==> src/design/isr_defines.vh <==
// Bit positions, command codes and reset values of the status reporting block
`ifndef ISR_DEFINES_VH
`define ISR_DEFINES_VH
`define ISR_SUM_WAIT_BIT 4
`define ISR_SUM_EVENT_BIT 5
`define ISR_SUM_REQ_BIT 6
`define ISR_REQ_MASK_KEEP 8'hbf
`define ISR_REQ_MASK_RST 8'h00
`define ISR_EV_MASK_RST 8'h00
`define ISR_LATCH_RST 16'h0000
`define ISR_EV_DONE 0
`define ISR_EV_QUERY 2
`define ISR_EV_DEVICE 3
`define ISR_EV_RUN 4
`define ISR_EV_SYNTAX 5
`define ISR_EV_ADAPTER 6
`define ISR_EV_POWER 7
`define ISR_CMD_NONE 4'h0
`define ISR_CMD_SUM_Q 4'h1
`define ISR_CMD_REQ_W 4'h2
`define ISR_CMD_REQ_Q 4'h3
`define ISR_CMD_LATCH_Q 4'h4
`define ISR_CMD_EVM_W 4'h5
`define ISR_CMD_EVM_Q 4'h6
`define ISR_CMD_CLEAR 4'h7
`define ISR_CMD_TAKEOVER 4'h8
`define ISR_CMD_RETURN 4'h9
`define ISR_CMD_LOCKOUT 4'ha
`define ISR_CMD_UNLOCK 4'hb
`define ISR_CMD_DONE 4'hc
`endif

==> src/design/isr_status_core.v <==
// Status byte, enable masks, event latch, output queue and remote state handling
`default_nettype none
`include "isr_defines.vh"
module isr_status_core #(
   parameter QDEPTH_LOG2 = 4
)(
   input wire mclk,
   input wire rst_n,
   input wire [3:0] cmd_code,
   input wire cmd_valid,
   input wire [7:0] cmd_value,
   input wire q_wr_en,
   input wire [7:0] q_wr_data,
   input wire q_rd_req,
   input wire serial_poll,
   input wire ev_syntax_err,
   input wire ev_run_fault,
   input wire ev_device_fault,
   input wire ev_adapter_pin,
   input wire ops_pending,
   input wire local_key,
   input wire [7:0] panel_keys,
   output reg [7:0] reply_data,
   output reg reply_valid,
   output reg [7:0] q_rd_data,
   output reg q_rd_valid,
   output reg [7:0] status_summary_byte,
   output reg srq_out,
   output reg poll_byte_valid,
   output reg [7:0] poll_byte,
   output reg remote_mode,
   output reg lockout_mode,
   output reg [7:0] panel_keys_out
);
   reg [7:0] request_enable_mask_reg;
   reg [7:0] event_enable_mask_reg;
   reg [15:0] event_latch_register_reg;
   reg [15:0] event_latch_next;
   reg service_request_flag_reg;
   reg done_armed_reg;
   reg prev_evsum_reg;
   reg prev_wait_reg;
   reg powerup_event_reg;
   reg adp_s1_reg;
   reg adp_s2_reg;
   reg adp_prev_reg;
   reg lkey_s1_reg;
   reg lkey_s2_reg;
   reg [7:0] keys_s1_reg;
   reg [7:0] keys_s2_reg;
   reg q_rd_pend_reg;
   wire q_empty;
   wire q_full;
   wire [7:0] q_data;
   wire q_rd_ok;
   wire message_waiting;
   wire event_summary_bit;
   wire master_summary;
   wire evsum_rise;
   wire wait_rise;
   wire adapter_change_event;
   wire query_fault_event;
   wire is_cmd;

   function is_op;
      input [3:0] code;
      input [3:0] want;
      input valid;
      begin
         is_op = valid && (code == want);
      end
   endfunction

   // Summary byte layout shared by status, poll and query answers
   function [7:0] sum_byte;
      input req_bit;
      input ev_bit;
      input wait_bit;
      begin
         sum_byte = {1'b0, req_bit, ev_bit, wait_bit, 4'h0};
      end
   endfunction

   assign is_cmd = cmd_valid;
   assign q_rd_ok = q_rd_req && !q_empty;
   assign message_waiting = !q_empty;
   assign event_summary_bit = |(event_latch_register_reg[7:0] & event_enable_mask_reg);
   assign master_summary = (event_summary_bit & request_enable_mask_reg[`ISR_SUM_EVENT_BIT]) |
      (message_waiting & request_enable_mask_reg[`ISR_SUM_WAIT_BIT]);
   assign evsum_rise = event_summary_bit && !prev_evsum_reg;
   assign wait_rise = message_waiting && !prev_wait_reg;
   assign adapter_change_event = adp_s2_reg ^ adp_prev_reg;
   assign query_fault_event = (q_rd_req && q_empty) || (q_wr_en && q_full);

   isr_out_queue #(
      .WIDTH(8),
      .DEPTH_LOG2(QDEPTH_LOG2)
   ) u_queue (
      .mclk(mclk),
      .rst_n(rst_n),
      .wr_en(q_wr_en),
      .wr_data(q_wr_data),
      .rd_en(q_rd_ok),
      .rd_data(q_data),
      .empty(q_empty),
      .full(q_full)
   );

   // Event latch next value, events set after any clear so none are lost
   always @*
   begin
      event_latch_next = event_latch_register_reg;
      if (is_op(cmd_code, `ISR_CMD_LATCH_Q, is_cmd) || is_op(cmd_code, `ISR_CMD_CLEAR, is_cmd))
         event_latch_next = `ISR_LATCH_RST;
      if (powerup_event_reg)
         event_latch_next[`ISR_EV_POWER] = 1'b1;
      if (adapter_change_event)
         event_latch_next[`ISR_EV_ADAPTER] = 1'b1;
      if (ev_syntax_err)
         event_latch_next[`ISR_EV_SYNTAX] = 1'b1;
      if (ev_run_fault)
         event_latch_next[`ISR_EV_RUN] = 1'b1;
      if (ev_device_fault)
         event_latch_next[`ISR_EV_DEVICE] = 1'b1;
      if (query_fault_event)
         event_latch_next[`ISR_EV_QUERY] = 1'b1;
      if (done_armed_reg && !ops_pending)
         event_latch_next[`ISR_EV_DONE] = 1'b1;
      event_latch_next[15:8] = 8'h00;
   end

   // Input synchronisers
   always @(posedge mclk or negedge rst_n)
   begin
      if (!rst_n)
      begin
         adp_s1_reg <= 1'b0;
         adp_s2_reg <= 1'b0;
         lkey_s1_reg <= 1'b0;
         lkey_s2_reg <= 1'b0;
         keys_s1_reg <= 8'h00;
         keys_s2_reg <= 8'h00;
      end
      else
      begin
         adp_s1_reg <= ev_adapter_pin;
         adp_s2_reg <= adp_s1_reg;
         lkey_s1_reg <= local_key;
         lkey_s2_reg <= lkey_s1_reg;
         keys_s1_reg <= panel_keys;
         keys_s2_reg <= keys_s1_reg;
      end
   end

   // Enable masks
   always @(posedge mclk or negedge rst_n)
   begin
      if (!rst_n)
      begin
         request_enable_mask_reg <= `ISR_REQ_MASK_RST;
         event_enable_mask_reg <= `ISR_EV_MASK_RST;
      end
      else
      begin
         if (is_op(cmd_code, `ISR_CMD_REQ_W, is_cmd))
            request_enable_mask_reg <= cmd_value & `ISR_REQ_MASK_KEEP;
         if (is_op(cmd_code, `ISR_CMD_EVM_W, is_cmd))
            event_enable_mask_reg <= cmd_value;
      end
   end

   // Event latch and its edge history
   always @(posedge mclk or negedge rst_n)
   begin
      if (!rst_n)
      begin
         event_latch_register_reg <= `ISR_LATCH_RST;
         powerup_event_reg <= 1'b1;
         adp_prev_reg <= 1'b0;
         done_armed_reg <= 1'b0;
         prev_evsum_reg <= 1'b0;
         prev_wait_reg <= 1'b0;
      end
      else
      begin
         event_latch_register_reg <= event_latch_next;
         powerup_event_reg <= 1'b0;
         adp_prev_reg <= adp_s2_reg;
         prev_evsum_reg <= event_summary_bit;
         prev_wait_reg <= message_waiting;
         if (is_op(cmd_code, `ISR_CMD_DONE, is_cmd))
            done_armed_reg <= 1'b1;
         else if (done_armed_reg && !ops_pending)
            done_armed_reg <= 1'b0;
      end
   end

   // Request flag: rising enabled summary sets, poll or clear-status clears
   always @(posedge mclk or negedge rst_n)
   begin
      if (!rst_n)
      begin
         service_request_flag_reg <= 1'b0;
         srq_out <= 1'b0;
         status_summary_byte <= 8'h00;
         poll_byte <= 8'h00;
         poll_byte_valid <= 1'b0;
      end
      else
      begin
         if ((evsum_rise && request_enable_mask_reg[`ISR_SUM_EVENT_BIT]) ||
             (wait_rise && request_enable_mask_reg[`ISR_SUM_WAIT_BIT]))
            service_request_flag_reg <= 1'b1;
         else if (serial_poll || is_op(cmd_code, `ISR_CMD_CLEAR, is_cmd))
            service_request_flag_reg <= 1'b0;
         srq_out <= service_request_flag_reg;
         status_summary_byte <= sum_byte(service_request_flag_reg, event_summary_bit,
            message_waiting);
         poll_byte_valid <= serial_poll;
         if (serial_poll)
            poll_byte <= sum_byte(service_request_flag_reg, event_summary_bit,
               message_waiting);
      end
   end

   // Query answers
   always @(posedge mclk or negedge rst_n)
   begin
      if (!rst_n)
      begin
         reply_data <= 8'h00;
         reply_valid <= 1'b0;
      end
      else
      begin
         reply_valid <= 1'b0;
         if (is_cmd)
         begin
            case (cmd_code)
               `ISR_CMD_SUM_Q:
               begin
                  reply_data <= sum_byte(master_summary, event_summary_bit,
                     message_waiting);
                  reply_valid <= 1'b1;
               end
               `ISR_CMD_REQ_Q:
               begin
                  reply_data <= request_enable_mask_reg;
                  reply_valid <= 1'b1;
               end
               `ISR_CMD_LATCH_Q:
               begin
                  reply_data <= event_latch_register_reg[7:0];
                  reply_valid <= 1'b1;
               end
               `ISR_CMD_EVM_Q:
               begin
                  reply_data <= event_enable_mask_reg;
                  reply_valid <= 1'b1;
               end
               default:
                  reply_valid <= 1'b0;
            endcase
         end
      end
   end

   // Remote, lockout and panel gating
   always @(posedge mclk or negedge rst_n)
   begin
      if (!rst_n)
      begin
         remote_mode <= 1'b0;
         lockout_mode <= 1'b0;
         panel_keys_out <= 8'h00;
      end
      else
      begin
         if (is_op(cmd_code, `ISR_CMD_TAKEOVER, is_cmd))
            remote_mode <= 1'b1;
         else if (is_op(cmd_code, `ISR_CMD_RETURN, is_cmd))
            remote_mode <= 1'b0;
         else if (!is_cmd && remote_mode && !lockout_mode && lkey_s2_reg)
            remote_mode <= 1'b0;
         if (is_op(cmd_code, `ISR_CMD_LOCKOUT, is_cmd))
            lockout_mode <= 1'b1;
         else if (is_op(cmd_code, `ISR_CMD_UNLOCK, is_cmd))
            lockout_mode <= 1'b0;
         // Panel keys pass only in local mode
         panel_keys_out <= remote_mode ? 8'h00 : keys_s2_reg;
      end
   end

   // Queue read: data valid one cycle after the fetch
   always @(posedge mclk or negedge rst_n)
   begin
      if (!rst_n)
      begin
         q_rd_pend_reg <= 1'b0;
         q_rd_valid <= 1'b0;
         q_rd_data <= 8'h00;
      end
      else
      begin
         q_rd_pend_reg <= q_rd_ok;
         q_rd_valid <= q_rd_pend_reg;
         if (q_rd_pend_reg)
            q_rd_data <= q_data;
      end
   end
endmodule // isr_status_core
`default_nettype wire

==> src/design/isr_out_queue.v <==
// Output message queue holding response bytes in arrival order
`default_nettype none
module isr_out_queue #(
   parameter WIDTH = 8,
   parameter DEPTH_LOG2 = 4
)(
   input wire mclk,
   input wire rst_n,
   input wire wr_en,
   input wire [WIDTH-1:0] wr_data,
   input wire rd_en,
   output reg [WIDTH-1:0] rd_data,
   output wire empty,
   output wire full
);
   localparam DEPTH = 1 << DEPTH_LOG2;
   reg [WIDTH-1:0] mem [0:DEPTH-1];
   reg [DEPTH_LOG2:0] wr_ptr_reg;
   reg [DEPTH_LOG2:0] rd_ptr_reg;
   wire do_wr;
   wire do_rd;
   assign empty = (wr_ptr_reg == rd_ptr_reg);
   assign full = (wr_ptr_reg[DEPTH_LOG2] != rd_ptr_reg[DEPTH_LOG2]) &&
      (wr_ptr_reg[DEPTH_LOG2-1:0] == rd_ptr_reg[DEPTH_LOG2-1:0]);
   assign do_wr = wr_en && !full;
   assign do_rd = rd_en && !empty;
   // First in first out
   always @(posedge mclk)
   begin
      if (do_wr)
         mem[wr_ptr_reg[DEPTH_LOG2-1:0]] <= wr_data;
   end
   // Power-on empties the queue
   always @(posedge mclk or negedge rst_n)
   begin
      if (!rst_n)
      begin
         wr_ptr_reg <= {(DEPTH_LOG2+1){1'b0}};
         rd_ptr_reg <= {(DEPTH_LOG2+1){1'b0}};
         rd_data <= {WIDTH{1'b0}};
      end
      else
      begin
         if (do_wr)
            wr_ptr_reg <= wr_ptr_reg + 1'b1;
         if (do_rd)
         begin
            rd_ptr_reg <= rd_ptr_reg + 1'b1;
            rd_data <= mem[rd_ptr_reg[DEPTH_LOG2-1:0]];
         end
      end
   end
endmodule // isr_out_queue
`default_nettype wire

==> config.mk <==
export PLATFORM = sky130hd
export DESIGN_NAME = isr_status_core
export DESIGN_NICKNAME = d
export VERILOG_FILES = /design/src/design/isr_status_core.v /design/src/design/isr_out_queue.v
export VERILOG_INCLUDE_DIRS = /design/src /design/src/design
export SDC_FILE = /design/constraint.sdc
export NUM_CORES = 1
export LEC_CHECK = 0
export ABC_AREA = 1
export BUFFER_PORTS_ARGS = -buffer_cell sky130_fd_sc_hd__buf_2
export CAP_MARGIN = 20
export CORE_MARGIN = 3
export CORE_UTILIZATION = 42
export DETAILED_ROUTE_END_ITERATION = 10
export GPL_ROUTABILITY_DRIVEN = 0
export HOLD_SLACK_MARGIN = 0.02
export PLACE_DENSITY = 0.6
export SLEW_MARGIN = 10
export SYNTH_ARGS = -nofsm -noshare
export SYNTH_HDL_FRONTEND = slang
export SYNTH_SLANG_ARGS = --single-unit
==> constraint.sdc <==
create_clock -name mclk -period 1.9 [get_ports mclk]
set_input_delay 0.38 -clock mclk [delete_from_list [all_inputs] [get_ports mclk]]
set_output_delay 0.38 -clock mclk [all_outputs]
set_load 0.01 [all_outputs]
== Word-level counts from Yosys, hierarchy flattened ==
Memories as Yosys holds them, arrays and structs flattened. A register that Yosys moved wholly into a read port is not among the register bits.
Index checks and enable logic that the tools add are counted.
Storage, ports and cells
  RAM bits: 128
  bits in latches: 0
  bits of input ports: 40
  memories: 1
  register bits after elaboration: 95
  bits in read-only memories: 0
  output and inout port bits: 46
  word-level logic and storage cells: 131
Operators by class
  divide/modulo/power cells: 0
  add/sub/neg operators: 2
  shift operators: 0
  order comparisons: 0
  multiply operators: 0
  bitwise logic cells: 5
  equal/unequal tests: 15
  reductions and logical operators: 50
  muxes and demuxes: 23
Memory list
  u_queue.mem: depth 16, bits a word 8, read ports 1, clocked after memory_dff 1, write ports 1, RTL line isr_out_queue.v:17  | reg [WIDTH-1:0] mem [0:DEPTH-1];
Operators by type and width (number)
  case mux 8 bit (4 select lines): 1
  logical AND 1 bit: 23
  == test 4 bit, second input constant: 5
  two-way mux 1 bit: 20
  nonzero test 2 bit: 10
  == test 4 x 3 -> 1 bit, second input constant: 4
  two-way mux 8 bit: 2
  adder 5 x 1 -> 5 bit, second input constant: 2
  bitwise AND 8 bit: 1
  == test 4 x 2 -> 1 bit, second input constant: 2
  zero test 1 bit: 8
  OR reduction 8 bit: 1
  == test 5 bit: 1
  == test 4 x 1 -> 1 bit, second input constant: 1
  == test 4 bit: 1
  logical OR 1 bit: 4
  nonzero test 4 bit: 1
  OR reduction 4 bit: 1
  nonzero test 3 bit: 1
  bitwise AND 1 bit: 2
  AND reduction 2 bit: 1
  != test 1 bit: 1
  OR 1 bit: 1
  bitwise XOR 1 bit: 1

== Depth between registers and ports, before layout ==
Gate-level depths: netlist (run 1).
  word-level depth: 7
  depth in mapped cells: 12
  depth with buffers taken out: 10

== Cells and area by module ==
From an unflattened synthesis (run 1), not the netlist that was laid out.
Unflattened totals
  cells, all modules: 983
  area total of the unflattened synthesis: 9735.6 um2
By module, submodules not included
  isr_out_queue: cells each 685, instances 1, area an instance 6588.8 um2, seq. area each 4294.1 um2
  isr_status_core: cells each 298, instances 1, area an instance 3146.8 um2, seq. area each 2053.2 um2

== Worst setup path before layout (run 1) ==
Ideal clock, no wire load.
  path type: register to register
  from: register u_queue.wr_ptr_reg[4]
  to: memory u_queue.mem[14][0] (enable)
  period minus slack after synthesis: 1877 ps
  cell stages (with the launch flop): 7
  required time: 1530 ps
  setup time: 370 ps
  data arrival time: 1506 ps
  buffers on the path: 1
  setup slack: 23 ps
  path through: dfrtp_1 xnor2_1 inv_1 nand3_2 nand2_2 buf_2 nor2_1
Between the ends
  longest elaborated chain between the ends: 6
RTL lines
  from (decl): RTL line isr_out_queue.v:18  | reg [DEPTH_LOG2:0] wr_ptr_reg;
  from (signal assigned): RTL line isr_out_queue.v:38  | wr_ptr_reg <= {(DEPTH_LOG2+1){1'b0}};
  from (signal assigned): RTL line isr_out_queue.v:45  | wr_ptr_reg <= wr_ptr_reg + 1'b1;
  != test 1 bit: RTL line isr_out_queue.v:23  | assign full = (wr_ptr_reg[DEPTH_LOG2] != rd_ptr_reg[DEPTH_LOG2]) &&
  logical AND 1 bit: RTL line isr_out_queue.v:23
  zero test 1 bit: RTL line isr_out_queue.v:25  | assign do_wr = wr_en && !full;
  logical AND 1 bit: RTL line isr_out_queue.v:25
  two-way mux 1 bit: RTL line isr_out_queue.v:30  | if (do_wr)
  two-way mux 1 bit (implied by the code): RTL line isr_out_queue.v:31  | mem[wr_ptr_reg[DEPTH_LOG2-1:0]] <= wr_data;
  to (decl): RTL line isr_out_queue.v:17
No other way between the ends.

== Worst setup path after layout (run 1) ==
  from: register u_queue.wr_ptr_reg[1]
  to: memory u_queue.mem[12][3] (enable)
Between the ends
  longest elaborated chain between the ends: 6
RTL lines
  == test 4 bit: RTL line isr_out_queue.v:24  | (wr_ptr_reg[DEPTH_LOG2-1:0] == rd_ptr_reg[DEPTH_LOG2-1:0]);
  logical AND 1 bit: RTL line isr_out_queue.v:23
  zero test 1 bit: RTL line isr_out_queue.v:25
  logical AND 1 bit: RTL line isr_out_queue.v:25
  two-way mux 1 bit: RTL line isr_out_queue.v:30
  two-way mux 1 bit (implied by the code): RTL line isr_out_queue.v:31
Several ways; a longest one is shown, not always the timed one.

==> run summary, run 1 <==
Count of nets left with antenna violations after detail routing: 0
TritonCTS clock tree: yes
Total of buffers placed on input and output ports: 75
Leakage power: 5.49 nW
CTS clock-pin slew for the worst setup and hold paths: 60 ps
Setup repair after global routing missed its margin: no
Global-route wire length before repair: 35.4 mm
Top cells by area, synth: edfxtp_1 39%, dfrtp_1 25%, nand2_1 13%
Clk_lat worst skew: 520 ps
Capturing element type of the critical path: register
Pre-CTS worst setup slack: 201 ps
Count of endpoints failing setup in the final report: 0
DP Wirelength: 15.1 mm
Via density: 4.76
Top post-synthesis cells by count: 335 x nand2_1, 159 x inv_1, 128 x edfxtp_1
Maximum number of pins on one net before global-route repair: 68
Floorplan core area: 0.0227 mm^2
H-tree levels: 1
Required time of the critical path: 2170 ps
DRC: 0
Critical path data arrival time: 2000 ps
Max IR drop VDD: 0.741 mV
Area added between synthesis and finish: 18.5%
Primary flip-flop cell chosen by synthesis mapping: edfxtp_1
Accumulated negative setup slack: 0 ps
Count of state elements after synthesis: 228
Count of final hold-check violations: 0
Fraction of post-synthesis cell area in the top cell type by area: 39.4%
First-pass iteration count of the detailed router: 5
Chip width: 158 um
Max FFs per register: 128
Worst hold margin: 59.7 ps
Register area share after synthesis: 65.1%
Worst setup slack after layout: 173 ps
Total number of nets in the final design: 1,154
Number of placed instances with taps included: 1,356
Effective utilization at floorplan: 42.9%
Fraction of layout instances using a drive strength above 1: 16.0%
Site Rows: 55
Gate count after technology mapping: 992
Via count of the first global-routing pass: 6,469
Async set-or-reset flop fraction in the synthesized netlist: 43.9%
Library cell with the highest instance count after synthesis: nand2_1
GRT Residual Overflow: 0
Number of non-filler instances in the completed layout: 1,411
Result of the run: complete, no violations
Element type at the critical path start: register
Setup CP Type: reg -> reg
Number of enable flip-flop cells after synthesis: 128
Peak clock frequency supported by timing: 579 MHz
Die footprint: 0.0251 mm^2
Period utilization: 90.9%
Number of top-level pins: 86
Clock skew after layout: 19.8 ps
Type of the most critical hold path: in -> reg
Number of maximum-capacitance violations: 0
Largest fanout on the critical path: 11
Worst-case clock buffer depth: 3
Total via count after detailed routing: 6,713
Number of distinct library cells after synthesis: 34
Avg Cell Area, Syn: 9.83 um^2
Final number of max-transition violations: 0
Post-CTS repair timing setup buffer count: 0
Number of buffers created by CTS: 25
Yosys warnings: 0
Post-synthesis instance area: 0.00975 mm^2
Aggregate routed wire length: 22.5 mm
Floorplan die height: 158 um
Total clock sinks: 228
Initial antenna violation count: 1
Root Driver: clkbuf_16
Total Routing Usage GR: 18.2%
Post-layout minimum cycle time: 1730 ps
Routed wire per std cell: 15.9 um
Utilization after layout: 50.9%
Cell taking the most area after synthesis: edfxtp_1
Total power density per cell area: 1400 mW/mm^2
DRT iter0 DRCs: 485
-- logic make-up after synthesis --
| family | Yosys count | share of synthesized area (%) |
|---|---|---|
| AND/OR/NAND/NOR | 486 | 20.6 |
| buffers and inverters | 211 | 9.03 |
| flip-flops | 228 | 65.1 |
| other | 1 | 0.0384 |
| XOR/XNOR | 11 | 0.988 |
| AO/OA/AOI/OAI | 39 | 2.31 |
| multiplexers | 11 | 1.27 |
| adder cells (fa/ha/maj) | 5 | 0.641 |
-- power breakdown --
group / leakage [nW] / total (mW) / switching (mW) / internal (mW)
sequential: 2.34 / 6.44 / 0.438 / 6.00
combinational: 2.75 / 4.75 / 3.12 / 1.63
clock: 0.402 / 4.97 / 1.85 / 3.12
-- repair_timing --
| item | in CTS | in global routing |
|---|---|---|
| endpoints found under the hold margin | 109 | 0 |
| gates resized for setup | 0 | 0 |
| hold buffers | 11 | 0 |
-- cells in the final DEF, fill, tap and decap left out, types with 21 or more instances in the layout --
| master | netlist | layout |
|---|---|---|
| buf_2 | 17 | 74 |
| buf_4 | 16 | 37 |
| clkbuf_16 | 0 | 25 |
| dfrtp_1 | 99 | 98 |
| edfxtp_1 | 128 | 128 |
| inv_1 | 159 | 159 |
| nand2_1 | 335 | 335 |
| nand3_1 | 95 | 95 |
| nor2_1 | 44 | 44 |
| o21ai_0 | 21 | 21 |
-- path summary, 6_finish.rpt --
path / start / to / slack, ps / depth (start not counted)
min in group asynchronous: rst_n / reply_data[7] / 240 / 2
max reg2reg: u_queue.wr_ptr_reg[1] / u_queue.mem[12][3] / 170 / 9
max: u_queue.wr_ptr_reg[1] / u_queue.mem[12][3] / 170 / 9
max in group asynchronous: rst_n / powerup_event_reg / 1080 / 3
min reg2reg: keys_s1_reg[5] / keys_s2_reg[5] / 350 / 0
min: ops_pending / event_latch_register_reg[0] / 60 / 2
-- critical path, cell delays in order (launching register included) --
cell	delay [ps]
dfrtp_1	430
inv_1	110
nand2_1	80
nand2_1	60
nor2_2	160
nand3_2	140
nand2_2	90
buf_4	190
nor2_1	60
buf_4	170
-- per-stage QoR --
step | power (mW) | instance area [um^2]
global route | 17.1 | 11600
detailed placement | 11.2 | 10600
floorplan | 9.53 | 9790
global placement | 11.2 | 10600
finish | 16.2 | 11600
CTS | 16.3 | 11600
-- cell type report --
class | instances | area, um^2
antenna | 1 | 2.50
clock buffer | 32 | 662
clock inverter | 11 | 181
fill | 2098 | 11200
inverter | 166 | 623
multi-input combinational | 563 | 2560
sequential | 228 | 6350
tap | 285 | 357
timing repair buffer | 125 | 818
-- routing by layer --
layer  vias to the layer above  part of all wire (%)  GRT usage, %
li1                       3321                     -             -
met1                      3174                    45          26.4
met2                       191                    47          29.0
met3                        27                   6.0          2.72
met4                         0                   1.5          4.26
met5                         -                     0             0
Note: power is estimated with default switching activity, not from simulation.
==> run 2: changes to the inputs <==
--- a/config.mk
+++ b/config.mk
@@ -11,3 +11,3 @@
 export CAP_MARGIN = 20
-export CORE_MARGIN = 3
+export CORE_MARGIN = 5
 export CORE_UTILIZATION = 42
--- a/constraint.sdc
+++ b/constraint.sdc
@@ -3,2 +3,2 @@
 set_output_delay 0.38 -clock mclk [all_outputs]
-set_load 0.01 [all_outputs]
+set_load 0.005 [all_outputs]
==> run summary, run 2 (same netlist as run 1, synthesis figures left out) <==
Result of the run: complete, no violations
GRT Residual Overflow: 0
Initial antenna violation count: 0
Floorplan die height: 162 um
Max IR drop VDD: 0.836 mV
Effective utilization at floorplan: 42.8%
Number of maximum-capacitance violations: 0
Global-route wire length before repair: 36.1 mm
Number of buffers created by CTS: 25
Number of cells upsized or downsized after cts: 0
Slew margin rel.: 64.1%
Floorplan core area: 0.0228 mm^2
Period utilization: 89.7%
Setup repair after global routing missed its margin: no
Peak clock frequency supported by timing: 586 MHz
Via density: 4.60
Count of endpoints failing setup in the final report: 0
Post-layout minimum cycle time: 1710 ps
Accumulated negative setup slack: 0 ps
Clock skew after layout: 10.0 ps
DP Wirelength: 14.9 mm
Final number of max-transition violations: 0
Worst setup slack after layout: 195 ps
Total of buffers placed on input and output ports: 75
Via count of the first global-routing pass: 6,493
Fraction of layout instances using a drive strength above 1: 16.2%
Setup CP Type: reg -> reg
Critical hold path startpoint: ev_device_fault
Capturing element type of the critical path: register
Largest stage delay on the critical path: 430 ps
Leading cell type in the layout, fill and taps excluded: nand2_1
First-pass iteration count of the detailed router: 5
Root Driver: clkbuf_16
Total power density per cell area: 1350 mW/mm^2
Element type at the critical path start: register
H-tree levels: 1
Cell type of the slowest stage on the worst timing path: dfrtp_1
Total number of nets in the final design: 1,158
Site Rows: 55
Worst-case clock buffer depth: 3
Worst path cell trace: inv_1 -> nand2_1 -> nand2_1 -> nor2_2 -> nand3_2 -> nand2_2 -> buf_12 -> nor2_1 -> buf_4
Clk_lat worst skew: 530 ps
Hold buffers post-CTS: 13
CTS clock-pin slew for the worst setup and hold paths: 60 ps
Critical path data arrival time: 1930 ps
DRT iter0 DRCs: 475
Count of nets left with antenna violations after detail routing: 0
Antenna Cells: 0
Fill cells: 2,127
Total Routing Usage GR: 17.3%
Aggregate routed wire length: 22.5 mm
Total clock sinks: 228
Transition time at the pin with the least slew margin: 538 ps
Maximum number of pins on one net before global-route repair: 101
Area added between synthesis and finish: 18.5%
Leakage power: 5.49 nW
Max FFs per register: 128
Number of top-level pins: 86
DRC: 0
Total via count after detailed routing: 6,637
Die footprint: 0.0264 mm^2
Post-CTS repair timing setup buffer count: 0
Count of final hold-check violations: 0
Pre-CTS worst setup slack: 209 ps
R2r startpoint: u_queue.wr_ptr_reg[0]
Largest fanout on the critical path: 22
Most frequent cells in the layout: 335 x nand2_1, 159 x inv_1, 128 x edfxtp_1
Chip width: 162 um
Routed wire per std cell: 15.6 um
Cell with the most instances on the worst path: nand2_1
TritonCTS clock tree: yes
Startpoint of the most critical setup path: u_queue.wr_ptr_reg[0]
Required time of the critical path: 2130 ps
Type of the most critical hold path: in -> reg
## run 2: cell types whose count changed in the layout (fill, tap and decap cells not counted), sizes merged
| cell | delta |
|---|---|
| buf | +2 |
| bufinv | -5 |
| clkbuf | +3 |
| clkinv | +2 |
| clkinvlp | -2 |
| diode | -1 |
| dlygate4sd3 | +2 |
| inv | +3 |
## run 2: routing by layer
metal,up-vias,routed length [um],track usage (%)
met4,0,385,3.61
li1,3333,-,-
met3,32,1280,3.06
met1,3089,10400,25.2
met5,-,0,0
met2,183,10500,27.3
## run 2: path summary, 6_finish.rpt
path                                          endpoint  slack (ps)  cells past startpoint
setup / recovery                    u_queue.mem[12][2]         190                      9
min in group asynchronous                reply_data[1]         450                      3
hold / removal             event_latch_register_reg[3]          50                      2
hold reg to reg                            lkey_s2_reg         340                      0
max in group asynchronous                   adp_s2_reg        1040                      3
setup reg to reg                    u_queue.mem[12][2]         190                      9
## run 2: report_power, final
group | internal, mW | switching [mW] | total [mW]
combinational | 1.64 | 3.00 | 4.64
clock | 2.63 | 1.93 | 4.56
sequential | 6.00 | 0.400 | 6.40
total | 10.3 | 5.33 | 15.6
## run 2: cell type report
class	count	area, um^2	share of cell area (%)
Sequential cell	228	6350	54.9
Clock buffer	35	709	6.14
Multi-Input combinational cell	563	2560	22.2
Clock inverter	9	65.1	0.563
Timing Repair Buffer	129	853	7.39
Inverter	166	623	5.39
Tap cell	313	392	3.39
## run 2: through the flow
| step | area, um^2 | total power [mW] | hold slack [ps] | util, % | instances |
|---|---|---|---|---|---|
| floorplan | 9790 | 9.45 | 84.4 | - | 1002 |
| global placement | 10600 | 11.1 | 332 | 46.8 | 1386 |
| detailed placement | 10600 | 11.1 | 335 | 46.8 | 1386 |
| CTS | 11600 | 15.7 | 25.7 | 50.7 | 1443 |
| global route | 11600 | 16.6 | 32.0 | 50.7 | 1443 |
| finish | 11600 | 15.6 | 47.3 | 50.7 | 1443 |
## run 2: critical path: cells and delay by family (launching register included)
family | cells | cell delay (ps)
buffers and inverters | 3 | 500
and+or+nand+nor | 6 | 480
DFF | 1 | 430
==> run 3: changes to the inputs <==
- PLACE_DENSITY: 0.6 -> 0.64
==> run summary, run 3 (same netlist as run 1, synthesis figures left out) <==
Accumulated negative setup slack: 0 ps
Routed wire per std cell: 15.1 um
Result of the run: complete, no violations
DRC: 0
Register-to-Register Path Depth: 8
Worst-case clock buffer depth: 3
CTS clock-pin slew for the worst setup and hold paths: 60 ps
Most frequent cells in the layout: 335 x nand2_1, 159 x inv_1, 128 x edfxtp_1
Total of buffers placed on input and output ports: 75
R2r startpoint: u_queue.wr_ptr_reg[0]
Required time of the critical path: 2130 ps
Area taken by multi-input logic gates: 0.00257 mm^2
GRT Residual Overflow: 0
Clock skew after layout: 17.1 ps
Count of endpoints failing setup in the final report: 0
Area added between synthesis and finish: 18.8%
Number of placed instances with taps included: 1,382
Maximum number of pins on one net before global-route repair: 58
Worst path cell trace: inv_1 -> nand2_1 -> nand2_1 -> nor2_2 -> nand3_2 -> nand2_4 -> nor2_1 -> buf_4
Number of top-level pins: 86
DRT iter0 DRCs: 506
Largest stage delay on the critical path: 430 ps
DP Wirelength: 14.5 mm
Number of non-filler instances in the completed layout: 1,437
Max IR drop VDD: 0.702 mV
Via count of the first global-routing pass: 6,498
Critical path data arrival time: 1900 ps
Effective utilization at floorplan: 42.8%
Stages on the worst setup path: 8
Cell with the most instances on the worst path: nand2_1
Total via count after detailed routing: 6,687
Initial antenna violation count: 1
Floorplan core area: 0.0228 mm^2
Largest fanout on the critical path: 17
Total power density per cell area: 1380 mW/mm^2
Fill cells: 2,036
Aggregate routed wire length: 21.8 mm
Leading cell type in the layout, fill and taps excluded: nand2_1
Number of buffer and inverter instances along the worst setup path: 2
Global-route wire length before repair: 34.6 mm
Fraction of layout instances using a drive strength above 1: 16.6%
Count of nets left with antenna violations after detail routing: 0
RR Endpoint: u_queue.mem[0][0]
Final number of max-transition violations: 0
Count of final hold-check violations: 0
Die footprint: 0.0264 mm^2
Peak clock frequency supported by timing: 596 MHz
Last element of the critical path: u_queue.mem[0][0]
Chip width: 162 um
TritonCTS clock tree: yes
First-pass iteration count of the detailed router: 5
Worst hold margin: 65.7 ps
Setup slack, reg-to-reg: 220 ps
Total number of nets in the final design: 1,151
Total clock sinks: 228
Cell type group with the largest total delay on the critical path: simple AND/OR/NAND/NOR gates
Type of the most critical hold path: in -> reg
Setup repair after global routing missed its margin: no
Startpoint of the most critical setup path: u_queue.wr_ptr_reg[0]
Number of maximum-capacitance violations: 0
Post-CTS repair timing setup buffer count: 0
Max FFs per register: 128
Total Routing Usage GR: 16.6%
Element type at the critical path start: register
Cell type of the slowest stage on the worst timing path: dfrtp_1
FF+latch area: 0.00635 mm^2
Site Rows: 55
Setup CP Type: reg -> reg
Via density: 4.65
Post-layout minimum cycle time: 1680 ps
Period utilization: 88.3%
Root Driver: clkbuf_16
Clk_lat worst skew: 520 ps
H-tree levels: 1
Floorplan die height: 162 um
Capturing element type of the critical path: register
Number of buffers created by CTS: 24
Leakage power: 5.50 nW
Utilization after layout: 50.9%
-- run 3: cell types whose count changed in the layout (fill, tap and decap cells not counted), moves of 2 or more --
cell,delta
clkbuf_1,-6
clkbuf_8,+3
inv_6,+2
bufinv_16,+4
clkbuf_16,-3
buf_4,-5
clkinv_1,-2
clkinvlp_4,+2
dlygate4sd3_1,-2
-- run 3: how the worst min path moves through the flow --
stage,from,end,slack [ps],cells after the start
CTS,ev_run_fault,event_latch_register_reg[4],40,2
global placement,rst_n,reply_data[7],190,1
global route,ops_pending,event_latch_register_reg[0],40,2
detailed placement,rst_n,reply_data[7],200,1
floorplan,rst_n,adp_prev_reg,80,0
finish,ops_pending,event_latch_register_reg[0],70,2
-- run 3: final cells by class --
class	count	area share, %
well taps	313	3.38
repair buffers	123	6.96
flip-flops and latches	228	54.8
clock buffers	28	5.57
inverters	166	5.38
multi-input cells	563	22.2
diodes	1	0.0216
clock inverters	15	1.75
-- run 3: per-layer routing --
metal	routed length (um)	vias to the layer above	global-route usage (%)
met1	9720	3134	23.5
met4	444	0	5.04
li1	-	3314	-
met3	1290	36	2.35
met2	10300	203	26.7
met5	0	-	0
-- run 3: report_power, final --
part / total [mW] / switching [mW] / internal, mW
logic: 4.66 / 3.03 / 1.63
clock network: 4.92 / 1.93 / 3.00
registers: 6.39 / 0.389 / 6.00
-- run 3: repair_timing --
action                                  4_1_cts  5_1_grt
gates resized for setup                       0        2
endpoints found under the setup margin        0      130
hold endpoints to repair                    109        0
hold buffers                                 11        0
-- run 3: metrics by stage --
step           instance area, um^2  power (mW)  worst slack [ps]
2_1_floorplan                 9790        9.45              23.2
5_1_grt                      11600        17.0              53.8
4_1_cts                      11600        16.1              86.6
3_3_place_gp                 10600        11.0               124
3_5_place_dp                 10600        11.1               103
6_report                     11600        16.0               223
